<file path="src/pkg/sag_defines.svh">
// Constants of the segmented address generator
`ifndef SAG_DEFINES_SVH
`define SAG_DEFINES_SVH
`define SAG_SEG_W 16
`define SAG_OFS_W 16
`define SAG_PHYS_W 20
`define SAG_SEG_SHIFT 4
`define SAG_DISP8_W 8
`define SAG_NUM_SEGS 4
`define SAG_SEG_RESET 16'h0000
`define SAG_CODE_RESET 16'hFFFF
`endif

</file>
<file path="src/pkg/sag_pkg.sv">
// Types of the segmented address generator
`default_nettype none
package sag_pkg;
  // Segment base selector, index into the base file
  typedef enum logic [1:0] {
    SAG_SEG_EXTRA = 2'h0,
    SAG_SEG_CODE = 2'h1,
    SAG_SEG_STACK = 2'h2,
    SAG_SEG_DATA = 2'h3
  } sag_seg_t;
  // Reference type supplied by the execution unit
  typedef enum logic [2:0] {
    SAG_REF_FETCH = 3'h0,
    SAG_REF_IMM = 3'h1,
    SAG_REF_DATA = 3'h2,
    SAG_REF_STACK = 3'h3,
    SAG_REF_STR_DST = 3'h4
  } sag_ref_t;
  // Base register chosen for the effective offset
  typedef enum logic [1:0] {
    SAG_BASE_NONE = 2'h0,
    SAG_BASE_BX = 2'h1,
    SAG_BASE_BASE_PTR = 2'h2
  } sag_base_t;
endpackage : sag_pkg
`default_nettype wire

</file>
<file path="src/core/sag_seg_file.sv">
// Four-entry segment base register file with registered read
`timescale 1ns/1ps
`default_nettype none
`include "sag_defines.svh"
module sag_seg_file (
  input wire logic clk,
  input wire logic reset,
  input wire logic wr_en,
  input wire logic [1:0] wr_sel,
  input wire logic [`SAG_SEG_W-1:0] wr_data,
  input wire logic [1:0] rd_sel,
  output logic [`SAG_SEG_W-1:0] rd_data_q,
  output logic [`SAG_SEG_W*`SAG_NUM_SEGS-1:0] all_q
);
  logic [`SAG_SEG_W-1:0] mem_q [`SAG_NUM_SEGS];

  // ----------------------------------------
  // Storage, one entry per segment
  // ----------------------------------------
  genvar g;
  generate
    for (g = 0; g < `SAG_NUM_SEGS; g++) begin : g_ent
      // Code base resets high so the first fetch lands near the top
      always_ff @(posedge clk) begin
        if (reset) begin
          mem_q[g] <= (g == 1) ? `SAG_CODE_RESET : `SAG_SEG_RESET;
        end else if (wr_en && wr_sel == 2'(g)) begin
          mem_q[g] <= wr_data;
        end
      end
      assign all_q[g*`SAG_SEG_W +: `SAG_SEG_W] = mem_q[g];
    end
  endgenerate

  // Registered read port
  always_ff @(posedge clk) begin
    if (reset) begin
      rd_data_q <= `SAG_SEG_RESET;
    end else begin
      rd_data_q <= mem_q[rd_sel];
    end
  end
endmodule // sag_seg_file
`default_nettype wire

</file>
<file path="src/core/sag_top.sv">
// Segmented physical address generator
// ----------------------------------------
// What this block does
// RL1 - Offsets are 16 bits, segment spans 64K
// RL2 - Physical address is base shifted 4 plus offset
// RL3 - Four 16-bit segment bases: code, data, stack, extra
// RL4 - Prefetch and immediate fetches use code base
// RL5 - Other data references use data base
// RL6 - Stack accesses and base-pointer references use stack
// RL7 - String destination via dest index uses extra
// RL8 - Override prefix replaces the implied segment
// RL9 - 32-bit pointer loads segment and offset together
// RL10 - Effective offset carry beyond 16 bits dropped
// RL11 - 8-bit displacement sign-extended to 16 bits
// RL12 - Physical address wraps within 1 Mbyte
// ----------------------------------------
`timescale 1ns/1ps
`default_nettype none
`include "sag_defines.svh"
module sag_top (
  input wire logic CLK,
  input wire logic RESET,
  input wire logic REQ_VALID,
  input wire sag_pkg::sag_ref_t REQ_REF,
  input wire sag_pkg::sag_base_t REQ_BASE,
  input wire logic [`SAG_OFS_W-1:0] REQ_BASE_VAL,
  input wire logic REQ_IDX_EN,
  input wire logic [`SAG_OFS_W-1:0] REQ_IDX_VAL,
  input wire logic [`SAG_OFS_W-1:0] REQ_DISP,
  input wire logic REQ_DISP8,
  input wire logic REQ_OVR_EN,
  input wire sag_pkg::sag_seg_t REQ_OVR_SEG,
  input wire logic SEG_WR,
  input wire sag_pkg::sag_seg_t SEG_WR_SEL,
  input wire logic [`SAG_SEG_W-1:0] SEG_WR_DATA,
  input wire logic PTR_LOAD,
  input wire sag_pkg::sag_seg_t PTR_SEG,
  input wire logic [2*`SAG_SEG_W-1:0] PTR_DATA,
  output logic ADDR_VALID,
  output logic [`SAG_PHYS_W-1:0] PHYS_ADDR,
  output logic [`SAG_OFS_W-1:0] PTR_OFS,
  output logic PTR_OFS_VALID
);
  import sag_pkg::*;

  logic [`SAG_OFS_W-1:0] disp_ext;
  logic [`SAG_OFS_W-1:0] eff_ofs;
  sag_seg_t seg_sel;
  logic wr_en;
  logic [1:0] wr_sel;
  logic [`SAG_SEG_W-1:0] wr_data;
  logic [`SAG_SEG_W-1:0] base_rd_q;
  logic [`SAG_SEG_W*`SAG_NUM_SEGS-1:0] bases;
  logic [`SAG_OFS_W-1:0] ofs_q;
  logic valid_q;
  logic [`SAG_PHYS_W-1:0] sum;

  // ----------------------------------------
  // Effective offset
  // ----------------------------------------
  // Short displacement takes its sign from bit 7
  assign disp_ext = REQ_DISP8 ? {{(`SAG_OFS_W-`SAG_DISP8_W){REQ_DISP[`SAG_DISP8_W-1]}},
                    REQ_DISP[`SAG_DISP8_W-1:0]} : REQ_DISP; // [RL11]
  // Sum truncated to 16 bits so the offset wraps inside the segment
  always_comb begin
    eff_ofs = disp_ext;
    if (REQ_BASE != SAG_BASE_NONE) begin
      eff_ofs = 16'(eff_ofs + REQ_BASE_VAL); // [RL10] [RL1]
    end
    if (REQ_IDX_EN) begin
      eff_ofs = 16'(eff_ofs + REQ_IDX_VAL); // [RL10]
    end
  end

  // ----------------------------------------
  // Segment selection
  // ----------------------------------------
  // Override has priority over every implied choice
  always_comb begin
    unique case (REQ_REF)
      SAG_REF_FETCH, SAG_REF_IMM: seg_sel = SAG_SEG_CODE; // [RL4]
      SAG_REF_STACK: seg_sel = SAG_SEG_STACK; // [RL6]
      SAG_REF_STR_DST: seg_sel = SAG_SEG_EXTRA; // [RL7]
      default: seg_sel = (REQ_BASE == SAG_BASE_BASE_PTR) ? SAG_SEG_STACK
                                                   : SAG_SEG_DATA; // [RL6] [RL5]
    endcase
    if (REQ_OVR_EN) begin
      seg_sel = REQ_OVR_SEG; // [RL8]
    end
  end

  // ----------------------------------------
  // Segment base file
  // ----------------------------------------
  // A pointer load wins over a plain write in the same cycle
  assign wr_en = SEG_WR | PTR_LOAD;
  assign wr_sel = PTR_LOAD ? PTR_SEG : SEG_WR_SEL; // [RL9]
  assign wr_data = PTR_LOAD ? PTR_DATA[2*`SAG_SEG_W-1:`SAG_SEG_W] : SEG_WR_DATA; // [RL9]

  sag_seg_file u_seg (
    .clk(CLK),
    .reset(RESET),
    .wr_en(wr_en),
    .wr_sel(wr_sel),
    .wr_data(wr_data),
    .rd_sel(seg_sel),
    .rd_data_q(base_rd_q), // [RL3]
    .all_q(bases)
  );

  // ----------------------------------------
  // Pipeline stage one: offset and valid
  // ----------------------------------------
  always_ff @(posedge CLK) begin
    if (RESET) begin
      ofs_q <= 16'h0000;
      valid_q <= 1'b0;
    end else begin
      ofs_q <= eff_ofs;
      valid_q <= REQ_VALID;
    end
  end

  // ----------------------------------------
  // Stage two: physical address
  // ----------------------------------------
  // Top carry dropped, address wraps in the 1 Mbyte space
  assign sum = 20'({base_rd_q, 4'h0} + {4'h0, ofs_q}); // [RL2] [RL12]
  always_ff @(posedge CLK) begin
    if (RESET) begin
      PHYS_ADDR <= 20'h00000;
      ADDR_VALID <= 1'b0;
    end else begin
      PHYS_ADDR <= sum;
      ADDR_VALID <= valid_q;
    end
  end

  // Offset half of a loaded pointer, handed back to the execution unit
  always_ff @(posedge CLK) begin
    if (RESET) begin
      PTR_OFS <= 16'h0000;
      PTR_OFS_VALID <= 1'b0;
    end else begin
      PTR_OFS <= PTR_LOAD ? PTR_DATA[`SAG_SEG_W-1:0] : PTR_OFS; // [RL9]
      PTR_OFS_VALID <= PTR_LOAD;
    end
  end

  // ----------------------------------------
  // Checks
  // ----------------------------------------
  AST_PHYS_SUM: assert property (@(posedge CLK) disable iff (RESET) // [RL2]
    valid_q |=> PHYS_ADDR == 20'({$past(base_rd_q), 4'h0} + {4'h0, $past(ofs_q)}))
    else $error("physical address not base*16+offset");
  AST_LATENCY: assert property (@(posedge CLK) disable iff (RESET) // [RL3]
    REQ_VALID |-> ##2 ADDR_VALID)
    else $error("address valid not two cycles after request");
  AST_FETCH_CODE: assert property (@(posedge CLK) disable iff (RESET) // [RL4]
    (REQ_REF == SAG_REF_FETCH && !REQ_OVR_EN) |-> seg_sel == SAG_SEG_CODE)
    else $error("fetch not on code base");
  AST_DATA_DEF: assert property (@(posedge CLK) disable iff (RESET) // [RL5]
    (REQ_REF == SAG_REF_DATA && REQ_BASE != SAG_BASE_BASE_PTR && !REQ_OVR_EN)
    |-> seg_sel == SAG_SEG_DATA)
    else $error("data reference not on data base");
  AST_BASEPTR_STACK: assert property (@(posedge CLK) disable iff (RESET) // [RL6]
    (REQ_REF == SAG_REF_DATA && REQ_BASE == SAG_BASE_BASE_PTR && !REQ_OVR_EN)
    |-> seg_sel == SAG_SEG_STACK)
    else $error("base-pointer reference not on stack base");
  AST_STR_EXTRA: assert property (@(posedge CLK) disable iff (RESET) // [RL7]
    (REQ_REF == SAG_REF_STR_DST && !REQ_OVR_EN) |-> seg_sel == SAG_SEG_EXTRA)
    else $error("string destination not on extra base");
  AST_OVERRIDE: assert property (@(posedge CLK) disable iff (RESET) // [RL8]
    REQ_OVR_EN |-> ##1 base_rd_q == $past(bases[16*REQ_OVR_SEG +: 16]))
    else $error("override segment not used");
  AST_PTR_LOAD: assert property (@(posedge CLK) disable iff (RESET) // [RL9]
    PTR_LOAD |=> PTR_OFS_VALID && PTR_OFS == $past(PTR_DATA[15:0])
    && bases[16*$past(PTR_SEG) +: 16] == $past(PTR_DATA[31:16]))
    else $error("pointer load did not replace segment and offset");
  AST_DISP8: assert property (@(posedge CLK) disable iff (RESET) // [RL11]
    (REQ_DISP8 && REQ_BASE == SAG_BASE_NONE && !REQ_IDX_EN)
    |-> eff_ofs[15:8] == {8{REQ_DISP[7]}})
    else $error("short displacement not sign-extended");
endmodule // sag_top
`default_nettype wire

</file>
<file path="config.mk">
export PLATFORM = sky130hd
export DESIGN_NAME = sag_top
export DESIGN_NICKNAME = d
export VERILOG_FILES = /design/src/pkg/sag_pkg.sv /design/src/core/sag_seg_file.sv /design/src/core/sag_top.sv
export VERILOG_INCLUDE_DIRS = /design/src /design/src/pkg
export SDC_FILE = /design/constraint.sdc
export NUM_CORES = 1
export LEC_CHECK = 0
export ABC_AREA = 1
export BUFFER_PORTS_ARGS = -buffer_cell sky130_fd_sc_hd__buf_4
export CAP_MARGIN = 20
export CELL_PAD_IN_SITES_DETAIL_PLACEMENT = 1
export CELL_PAD_IN_SITES_GLOBAL_PLACEMENT = 2
export CORE_AREA = 2 2 136 204
export DETAILED_ROUTE_END_ITERATION = 8
export DIE_AREA = 0 0 138 206
export MAX_ROUTING_LAYER = met4
export PLACE_DENSITY_LB_ADDON = 0.1
export SYNTH_ARGS = -nofsm -noshare
export SYNTH_HDL_FRONTEND = slang
export SYNTH_HIERARCHICAL = 1
export SYNTH_SLANG_ARGS = --single-unit
</file>
<file path="constraint.sdc">
create_clock -name CLK -period 3 [get_ports CLK]
set_input_delay 0.15 -clock CLK [delete_from_list [all_inputs] [get_ports CLK]]
set_output_delay 0.15 -clock CLK [all_outputs]
set_load 0.01 [all_outputs]
</file>
==> run metrics, run 1 <==
initial antenna violation count=0; Synth top area share=23.6%; Vias=7,869; maxcap violations=0; Routed WL=26,600 microns; first-pass GRT wire length=42,400 microns; vias in the first global route=8,422; CP Class=in2reg; CTS root buf=clkbuf_16; Max VDD drop=0.000267 V; number of distinct library cells after synthesis=40; sequential area share after synthesis=41.0%; global placer's final weighted congestion=0.893; Starting Density=30.4%; Clock Sinks=135; total I/O pin count=153; # port buffers=152; CTS max path bufs=2; status=finished clean; Yosys Warn Count=6; top post-synthesis cells by area=edfxtp_1 24%, dfxtp_1 17%, nand2_1 15%, inv_1 7.9%, ha_1 6.9%; WP data required=3.32 ns; RSZ-0062 raised after global routing=false; main flop type after synthesis=dfxtp_1; Synth Area per Inst=7.17 sq um; Slew Limit Fails=0; DRT iter0 DRCs=203; final worst-path cycle share=89.1%; vias per cell=4.64; Synth-to-Final Area Change=31.5%; dpl hpwl=20,600 microns; Worst Skew=0.0107 ns; Post-CTS Setup Inserts=0; drt wl/cell=15.6 microns; post-synth top area cell=edfxtp_1; Die Span Y=206 microns; core area=0.0269 sq mm; Seq cells post-synth=135; Die ar.=0.0284 sq mm; Period minus WS final=2.67 ns; CTS tree=done; critical path peak fanout=7; placed cell count=1,648; Fmax=374 MHz; post-synthesis instance area=0.00815 sq mm; Die Width=138 microns; total CTS buffers=17; H-tree depth=4; Worst-Skew Late Latency=0.43 ns; worst hold path depth=3; crit end category=register; Final Hold Vio Count=0; Antenna Nets Post-Route=0; pin count of the biggest net entering global routing=36; final cell count without fillers=1,697; # nets final=1,505; ys async rst share=0%; number of flops mapped to enable cells by yosys=64; CP arrival=2.99 ns; Synth top cells by count=321 x nand2_1, 171 x inv_1, 142 x nor2_1; GRT Residual Overflow=0; Slew Limit Headroom=40.5%; antenna cells=0; Setup Viol. Count Final=0; Hold Path Class=in2reg; number of detailed-route iterations in the first pass=4; share of cells above drive strength 1=20.1%; LEAKAGE=5.51 nW; crit path launch type=input pin; clock-pin slew of the registers on the worst-case setup and hold paths=0.06 ns; most frequent cell after synthesis=nand2_1; Total GRT Usage=19.7%; FF-to-FF path depth=11; worst slew pin tran=0.892 ns; Mapped Nets=1,300; Residual DRC=0; pwr/cell area=556 mW/mm^2; overall power=5.95 mW; Std-Cell Rows=74; Syn Inst Count=1,137
-- cells by family after synthesis --
kind of cell    Yosys count  share of synthesized area [%]
compound gates          139                           9.55
simple gates            594                           30.8
buf+inv                 213                           10.2
flops                   135                           41.0
xor+xnor                  8                          0.860
fa+ha+maj                48                           7.64
-- worst max-delay path, cell delays in order --
cell	delay [ns]
buf_4	0.12
nand2_2	0.13
nand2_1	0.10
ha_1	0.36
nand2_1	0.14
nor2_4	0.18
nand3_1	0.21
nand3_1	0.14
nand2_1	0.06
nand3_1	0.08
nand2_1	0.06
ha_1	0.34
a21oi_1	0.19
nand2_1	0.13
a21oi_2	0.18
nand2_1	0.07
nand2_1	0.07
nand3_2	0.06
a21oi_1	0.15
nor2_2	0.06
-- power breakdown --
part	switching (mW)	internal [mW]
sequential	0.0706	2.14
clock	0.742	1.29
combinational	1.00	0.710
-- metrics by stage --
step / setup TNS [ns] / setup WS, ns / hold slack [ns] / util [%] / area [sq um]
after floorplan: 0 / 0.341 / 0.257 / - / 8150
after global placement: -0.516 / -0.278 / 0.354 / 37.1 / 9970
after detailed placement: -0.678 / -0.265 / 0.361 / 37.1 / 9970
after CTS: 0 / 0.173 / 0.0711 / 39.9 / 10700
after global routing: 0 / 0.00110 / 0.0914 / 39.9 / 10700
final: 0 / 0.328 / 0.0899 / 39.9 / 10700
-- routing by layer --
layer	wire [microns]	share of wire [%]	track usage, %	vias up
met4	1140	4.3	9.84	0
li1	-	-	-	4006
met1	9530	36	17.6	3660
met5	0	0	-	-
met2	15100	57	40.1	151
met3	740	2.8	2.69	52
-- path summary, 6_finish.rpt --
check | to | slack (ns) | startpoint
hold / removal | ofs_q[2] | 0.09 | REQ_IDX_EN
hold reg to reg | PHYS_ADDR[3] | 0.41 | ofs_q[3]
setup / recovery | ofs_q[15] | 0.33 | REQ_DISP8
setup reg to reg | PHYS_ADDR[18] | 0.89 | ofs_q[4]
-- state kept, by name (all words and copies together) (netlist names) --
register	cells
u_seg/mem_q	64
PHYS_ADDR	20
PTR_OFS	16
ofs_q	16
u_seg/rd_data_q	16
ADDR_VALID	1
PTR_OFS_VALID	1
valid_q	1
-- area by class of cell --
type                            count  area (sq um)
Timing Repair Buffer              220          1710
Tap cell                          342           428
Multi-Input combinational cell    789          4000
Sequential cell                   135          3340
Inverter                          179           672
Clock inverter                      4          72.6
Fill cell                        3392         16100
Clock buffer                       28           497
-- timing repair --
action / CTS / global route
resized for setup: 0 / 2
hold buffers: 17 / 0
setup endpoints to repair: 0 / 1
hold endpoints to repair: 17 / 0
-- cell usage in the layout (no fill, tap or decap), types with 3 or more instances in the layout --
cell type,count
nand3_2,8
fa_1,3
dlygate4sd3_1,17
nand3_1,88
a21oi_1,62
a21o_1,6
nor2_1,142
clkbuf_1,8
xor2_1,8
and2_1,4
inv_1,171
nor2_2,4
o21ai_1,3
nand3b_1,5
o21ai_0,44
ha_1,45
buf_4,202
inv_2,7
a21oi_2,7
nand4_1,7
nand2_2,7
clkbuf_8,3
o21a_1,3
edfxtp_1,64
o21bai_1,4
nand2_1,321
clkbuf_16,17
dfxtp_1,71
o21ai_2,4
(Power assumes the default switching activity.)
==> run 2, diff against run 1 <==
--- a/config.mk
+++ b/config.mk
@@ -7,13 +7,13 @@
 export NUM_CORES = 1
 export LEC_CHECK = 0
 export ABC_AREA = 1
-export BUFFER_PORTS_ARGS = -buffer_cell sky130_fd_sc_hd__buf_4
 export CAP_MARGIN = 20
 export CELL_PAD_IN_SITES_DETAIL_PLACEMENT = 1
 export CELL_PAD_IN_SITES_GLOBAL_PLACEMENT = 2
-export CORE_AREA = 2 2 136 204
+export CORE_AREA = 2 2 126 190
 export DETAILED_ROUTE_END_ITERATION = 8
-export DIE_AREA = 0 0 138 206
+export DIE_AREA = 0 0 128 192
+export DONT_BUFFER_PORTS = 1
 export MAX_ROUTING_LAYER = met4
 export PLACE_DENSITY_LB_ADDON = 0.1
 export SYNTH_ARGS = -nofsm -noshare
==> run 2 against run 1 <==
Cell count is 12% lower. Fmax up 2.1%. Design area down 9.7%.
==> run metrics, run 2 (same netlist as run 1, synthesis figures left out) <==
Critical-path top delay cell=ha_1; Max VDD drop=0.000550 V; vias per cell=4.87; CP arrival=2.94 ns; LEAKAGE=4.86 nW; worst hold start=RESET; most frequent cells in the layout=321 x nand2_1, 171 x inv_1, 142 x nor2_1; Worst Skew=0.0163 ns; max FFs per register=64; Slew Limit Headroom=36.4%; Most flops, register=u_seg/mem_q; slowest stage delay, CP=0.37 ns; CP most frequent cell=nand2_1; vias in the first global route=7,566; Std-Cell Rows=68; Antenna Nets Post-Route=0; reg2reg setup slack=0.82 ns; Fin Hold WS=0.0181 ns; Die ar.=0.0246 sq mm; CTS root buf=clkbuf_16; reg2reg start=ofs_q[4]; RSZ-0062 raised after global routing=false; status=finished clean; dpl hpwl=19,600 microns; Post-CTS Setup Inserts=0; first-pass GRT wire length=39,000 microns; Synth-to-Final Area Change=18.7%; H-tree depth=4; drt wl/cell=17.1 microns; antenna cells=0; DP Area=0.00871 sq mm; final worst-path cycle share=87.3%; Starting Density=35.7%; Vias=7,290; clock-pin slew of the registers on the worst-case setup and hold paths=0.06 ns; Setup Viol. Count Final=0; worst slew pin tran=0.951 ns; hold_buf cts=36; CP Class=in2reg; Hold Path Class=in2reg; Reg-to-Reg End=PHYS_ADDR[18]; Worst-Skew Late Latency=0.43 ns; total I/O pin count=153; TNS Setup=0 ns; number of detailed-route iterations in the first pass=4; Period minus WS final=2.62 ns; overall power=5.86 mW; pwr/cell area=606 mW/mm^2; Slew Limit Fails=0; Final Hold Vio Count=0; most common cell after layout, fill and taps aside=nand2_1; # nets final=1,368; Largest regs=u_seg/mem_q: 64 flops, PHYS_ADDR: 20 flops; crit-path cells=inv_2 > buf_4 > a21boi_0 > inv_1 > ha_1 > inv_2 > nor3_2 > and2_1 > nand2_1 > nand2_1 > nand2_1 > nand3_2 > nand2_1 > ha_1 > nand2_1 > inv_1 > nand2_1 > nand2_1 > a21oi_1 > nand2_1 > nand2_1 > nand3_2 > a21oi_1 > nor2_2; post_cts resized=0; # port buffers=0; Die Width=128 microns; core area=0.0228 sq mm; Total GRT Usage=21.8%; crit end category=register; critical path peak fanout=5; GRT Residual Overflow=0; Routed WL=25,600 microns; crit path launch type=input pin; initial antenna violation count=0; CTS tree=done; DRT iter0 DRCs=206; worst hold path depth=2; pin count of the biggest net entering global routing=37; share of cells above drive strength 1=9.85%; Residual DRC=0; Fmax=382 MHz; Hold Path Sink=PHYS_ADDR[5]; Clock Sinks=135; maxcap violations=0; WP data required=3.32 ns; total CTS buffers=17; CTS max path bufs=2; global placer's final weighted congestion=0.818; final instance area=0.00968 sq mm; Die Span Y=192 microns; FF-to-FF path depth=11
## run 2: cell count changes in the layout (fill, tap and decap cells not counted), sizes merged
cell         change
buf            -155
bufinv           +1
clkbuf           -4
clkinv           +2
clkinvlp         +1
dlygate4sd3     +18
## run 2: worst max path at each step
stage | start | to | slack, ns | cells after the start
6_report | REQ_DISP8 | ofs_q[15] | 0.38 | 24
5_1_grt | REQ_DISP8 | ofs_q[15] | 0.02 | 24
4_1_cts | REQ_BASE_VAL[0] | ofs_q[15] | 0.37 | 21
3_5_place_dp | REQ_DISP8 | ofs_q[15] | -0.05 | 24
3_3_place_gp | REQ_DISP8 | ofs_q[15] | -0.04 | 22
2_1_floorplan | REQ_DISP8 | ofs_q[15] | 0.34 | 23
## run 2: where the power goes
| part | internal (mW) | switching (mW) | total, mW |
|---|---|---|---|
| clock | 1.37 | 0.762 | 2.13 |
| combinational | 0.557 | 0.915 | 1.47 |
| sequential | 2.14 | 0.120 | 2.26 |
| total | 4.07 | 1.80 | 5.86 |
## run 2: routing by layer
layer / global-route usage [%] / routed length, microns / vias to the layer above
met5: - / 0 / -
li1: - / - / 3738
met1: 20.2 / 9500 / 3405
met2: 44.0 / 14700 / 115
met3: 3.43 / 764 / 32
met4: 8.07 / 677 / 0
## run 2: final cells by class
class                      instances  area (sq um)
timing repair buffer              83           723
clock inverter                     8           120
sequential                       135          3340
multi-input combinational        789          3990
inverter                         179           672
clock buffer                      24           482
fill                            2902         13100
tap                              280           350
## run 2: critical path: cells and delay by family
kind	cells	cell delay [ns]
AND/OR/NAND/NOR	14	1.24
adder cells (fa/ha/maj)	2	0.69
AO/OA/AOI/OAI	3	0.51
buffers and inverters	5	0.35
## run 2: through the flow
step                utilization [%]  setup slack [ns]  instances
finish                         42.4             0.382       1498
global route                   42.4            0.0208       1498
CTS                            42.4             0.371       1498
detailed placement             38.2           -0.0529       1430
global placement               38.2           -0.0353       1430
floorplan                         -             0.341       1137
==> run 3, diff against run 2 <==
--- a/config.mk
+++ b/config.mk
@@ -8,11 +8,12 @@
 export LEC_CHECK = 0
 export ABC_AREA = 1
 export CAP_MARGIN = 20
-export CELL_PAD_IN_SITES_DETAIL_PLACEMENT = 1
-export CELL_PAD_IN_SITES_GLOBAL_PLACEMENT = 2
-export CORE_AREA = 2 2 126 190
+export CELL_PAD_IN_SITES_DETAIL_PLACEMENT = 0
+export CELL_PAD_IN_SITES_GLOBAL_PLACEMENT = 1
+export CORE_AREA = 2 2 112 169
+export CTS_CLUSTER_DIAMETER = 100
 export DETAILED_ROUTE_END_ITERATION = 8
-export DIE_AREA = 0 0 128 192
+export DIE_AREA = 0 0 114 171
 export DONT_BUFFER_PORTS = 1
 export MAX_ROUTING_LAYER = met4
 export PLACE_DENSITY_LB_ADDON = 0.1
==> run 3 against run 2 <==
First-iteration DRC count is 43% higher. Design area shrank 2.7%. Setup slack gained 0.085 ns. Critical endpoint is now ofs_q[13]. Highest routed layer unchanged.
==> run metrics, run 3 (same netlist as run 1, synthesis figures left out) <==
status=finished clean; Fin Hold WS=0.0174 ns; Clk pwr share=36.7%; overall power=5.72 mW; H-tree depth=4; Worst-Skew Late Latency=0.42 ns; drt wl/cell=15.4 microns; Comb power frac=23.9%; DP Area=0.00845 sq mm; internal power=3.87 mW; fill count=1,808; Total GRT Usage=23.6%; Setup Viol. Count Final=0; Sw Share=32.4%; # port buffers=0; number of detailed-route iterations in the first pass=5; CTS tree=done; worst slew pin tran=0.907 ns; met3 Usage GRT=3.61%; total I/O pin count=153; first-pass GRT wire length=34,100 microns; vias per cell=4.98; Psw=1.85 mW; worst hold start=RESET; share of cells above drive strength 1=8.38%; most common cell after layout, fill and taps aside=nand2_1; dpl hpwl=16,200 microns; total CTS buffers=17; final worst-path cycle share=84.4%; Max VDD drop=0.000406 V; WP data required=3.32 ns; Die Span Y=171 microns; most frequent cells in the layout=321 x nand2_1, 171 x inv_1, 142 x nor2_1; Std-Cell Rows=61; Reg-to-Reg End=PHYS_ADDR[18]; CTS root buf=clkbuf_16; reg2reg start=ofs_q[4]; CTS max path bufs=2; reg2reg setup slack=0.99 ns; met1 usage=23.9%; crit path launch type=input pin; RSZ-0062 raised after global routing=false; Synth-to-Final Area Change=15.6%; TNS Setup=0 ns; Die ar.=0.0195 sq mm; initial antenna violation count=0; Largest regs=u_seg/mem_q: 64 flops, PHYS_ADDR: 20 flops; Slew Limit Headroom=39.4%; Routed WL=21,800 microns; DRT iter0 DRCs=295; Period minus WS final=2.53 ns; Die Width=114 microns; Vias=7,037; GRT Residual Overflow=0; core area=0.0182 sq mm; worst hold path depth=2; Worst Skew=0.00715 ns; Antenna Nets Post-Route=0; vias in the first global route=6,908; grt met2 use=43.9%; critical path peak fanout=4; sequential power share=39.3%; pin count of the biggest net entering global routing=37; Most flops, register=u_seg/mem_q; FF-to-FF path depth=11; crit end category=register; crit path to=ofs_q[13]; clock-pin slew of the registers on the worst-case setup and hold paths=0.06 ns; post_cts resized=0; global route hottest layer=met2; global placer's final weighted congestion=0.885; Starting Density=44.9%; final instance area=0.00942 sq mm; Residual DRC=0; Critical Path Source=REQ_BASE_VAL[0]; maxcap violations=0; antenna cells=0; LEAKAGE=4.75 nW; Hold Path Class=in2reg; max FFs per register=64; Slew Limit Fails=0; CP arrival=2.85 ns; Clock Sinks=135; Final Hold Vio Count=0; CP Class=in2reg; Fmax=395 MHz; # nets final=1,344; pwr/cell area=607 mW/mm^2
-- run 3: worst min-delay path by stage --
stage                     endpoint  slack, ns
2_1_floorplan              valid_q       0.26
6_report             PTR_OFS_VALID       0.02
3_3_place_gp         PTR_OFS_VALID       0.23
5_1_grt                    valid_q       0.03
3_5_place_dp   u_seg/rd_data_q[15]       0.23
4_1_cts                  ofs_q[13]       0.01
-- run 3: routing by layer --
| layer | share of wire, % | vias up |
|---|---|---|
| li1 | - | 3695 |
| met4 | 3.8 | 0 |
| met1 | 38 | 3139 |
| met3 | 3.6 | 39 |
| met5 | 0 | - |
| met2 | 54 | 164 |
-- run 3: worst max-delay path: stages --
cell and delay [ns]:
ha_1 0.23, fa_1 0.40, nand2_1 0.09, nand3_1 0.08, and2_1 0.18, nand2_1 0.06
nand3_1 0.06, o21ai_1 0.27, inv_1 0.09, ha_1 0.35, buf_4 0.14, nand4_1 0.08
nand2_1 0.16, nand2_1 0.11, nand3_1 0.09, nand2_1 0.05, nor2_1 0.09, nor2_1 0.05
nand2_1 0.07, inv_1 0.04
-- run 3: stage by stage --
step                worst slack [ns]  util [%]  instances
floorplan                      0.341         -       1137
global placement              0.0383      46.5       1346
detailed placement            0.0210      46.5       1346
CTS                            0.452      51.9       1414
global route                  0.0949      51.9       1414
finish                         0.467      51.9       1414
-- run 3: area by class of cell --
| class | instances | area [sq um] | area share (%) |
|---|---|---|---|
| Clock buffer | 18 | 450 | 4.78 |
| Clock inverter | 14 | 150 | 1.59 |
| Inverter | 179 | 672 | 7.13 |
| Multi-Input combinational cell | 789 | 3990 | 42.3 |
| Tap cell | 220 | 275 | 2.92 |
| Sequential cell | 135 | 3340 | 35.5 |
| Timing Repair Buffer | 59 | 543 | 5.76 |
-- run 3: timing repair --
| action | 4_1_cts | 5_1_grt |
|---|---|---|
| setup buffers | 0 | 0 |
| endpoints found under the hold margin | 67 | 0 |
| hold buffers | 36 | 0 |
-- run 3: power groups by stage --
stage          Clock, mW  Combinational [mW]  Sequential, mW
6_report            2.10                1.37            2.25
5_1_grt             2.23                1.56            2.27
4_1_cts             2.15                1.38            2.25
3_5_place_dp           0                1.32            2.29
3_3_place_gp           0                1.32            2.29
2_1_floorplan          0               0.985            2.25
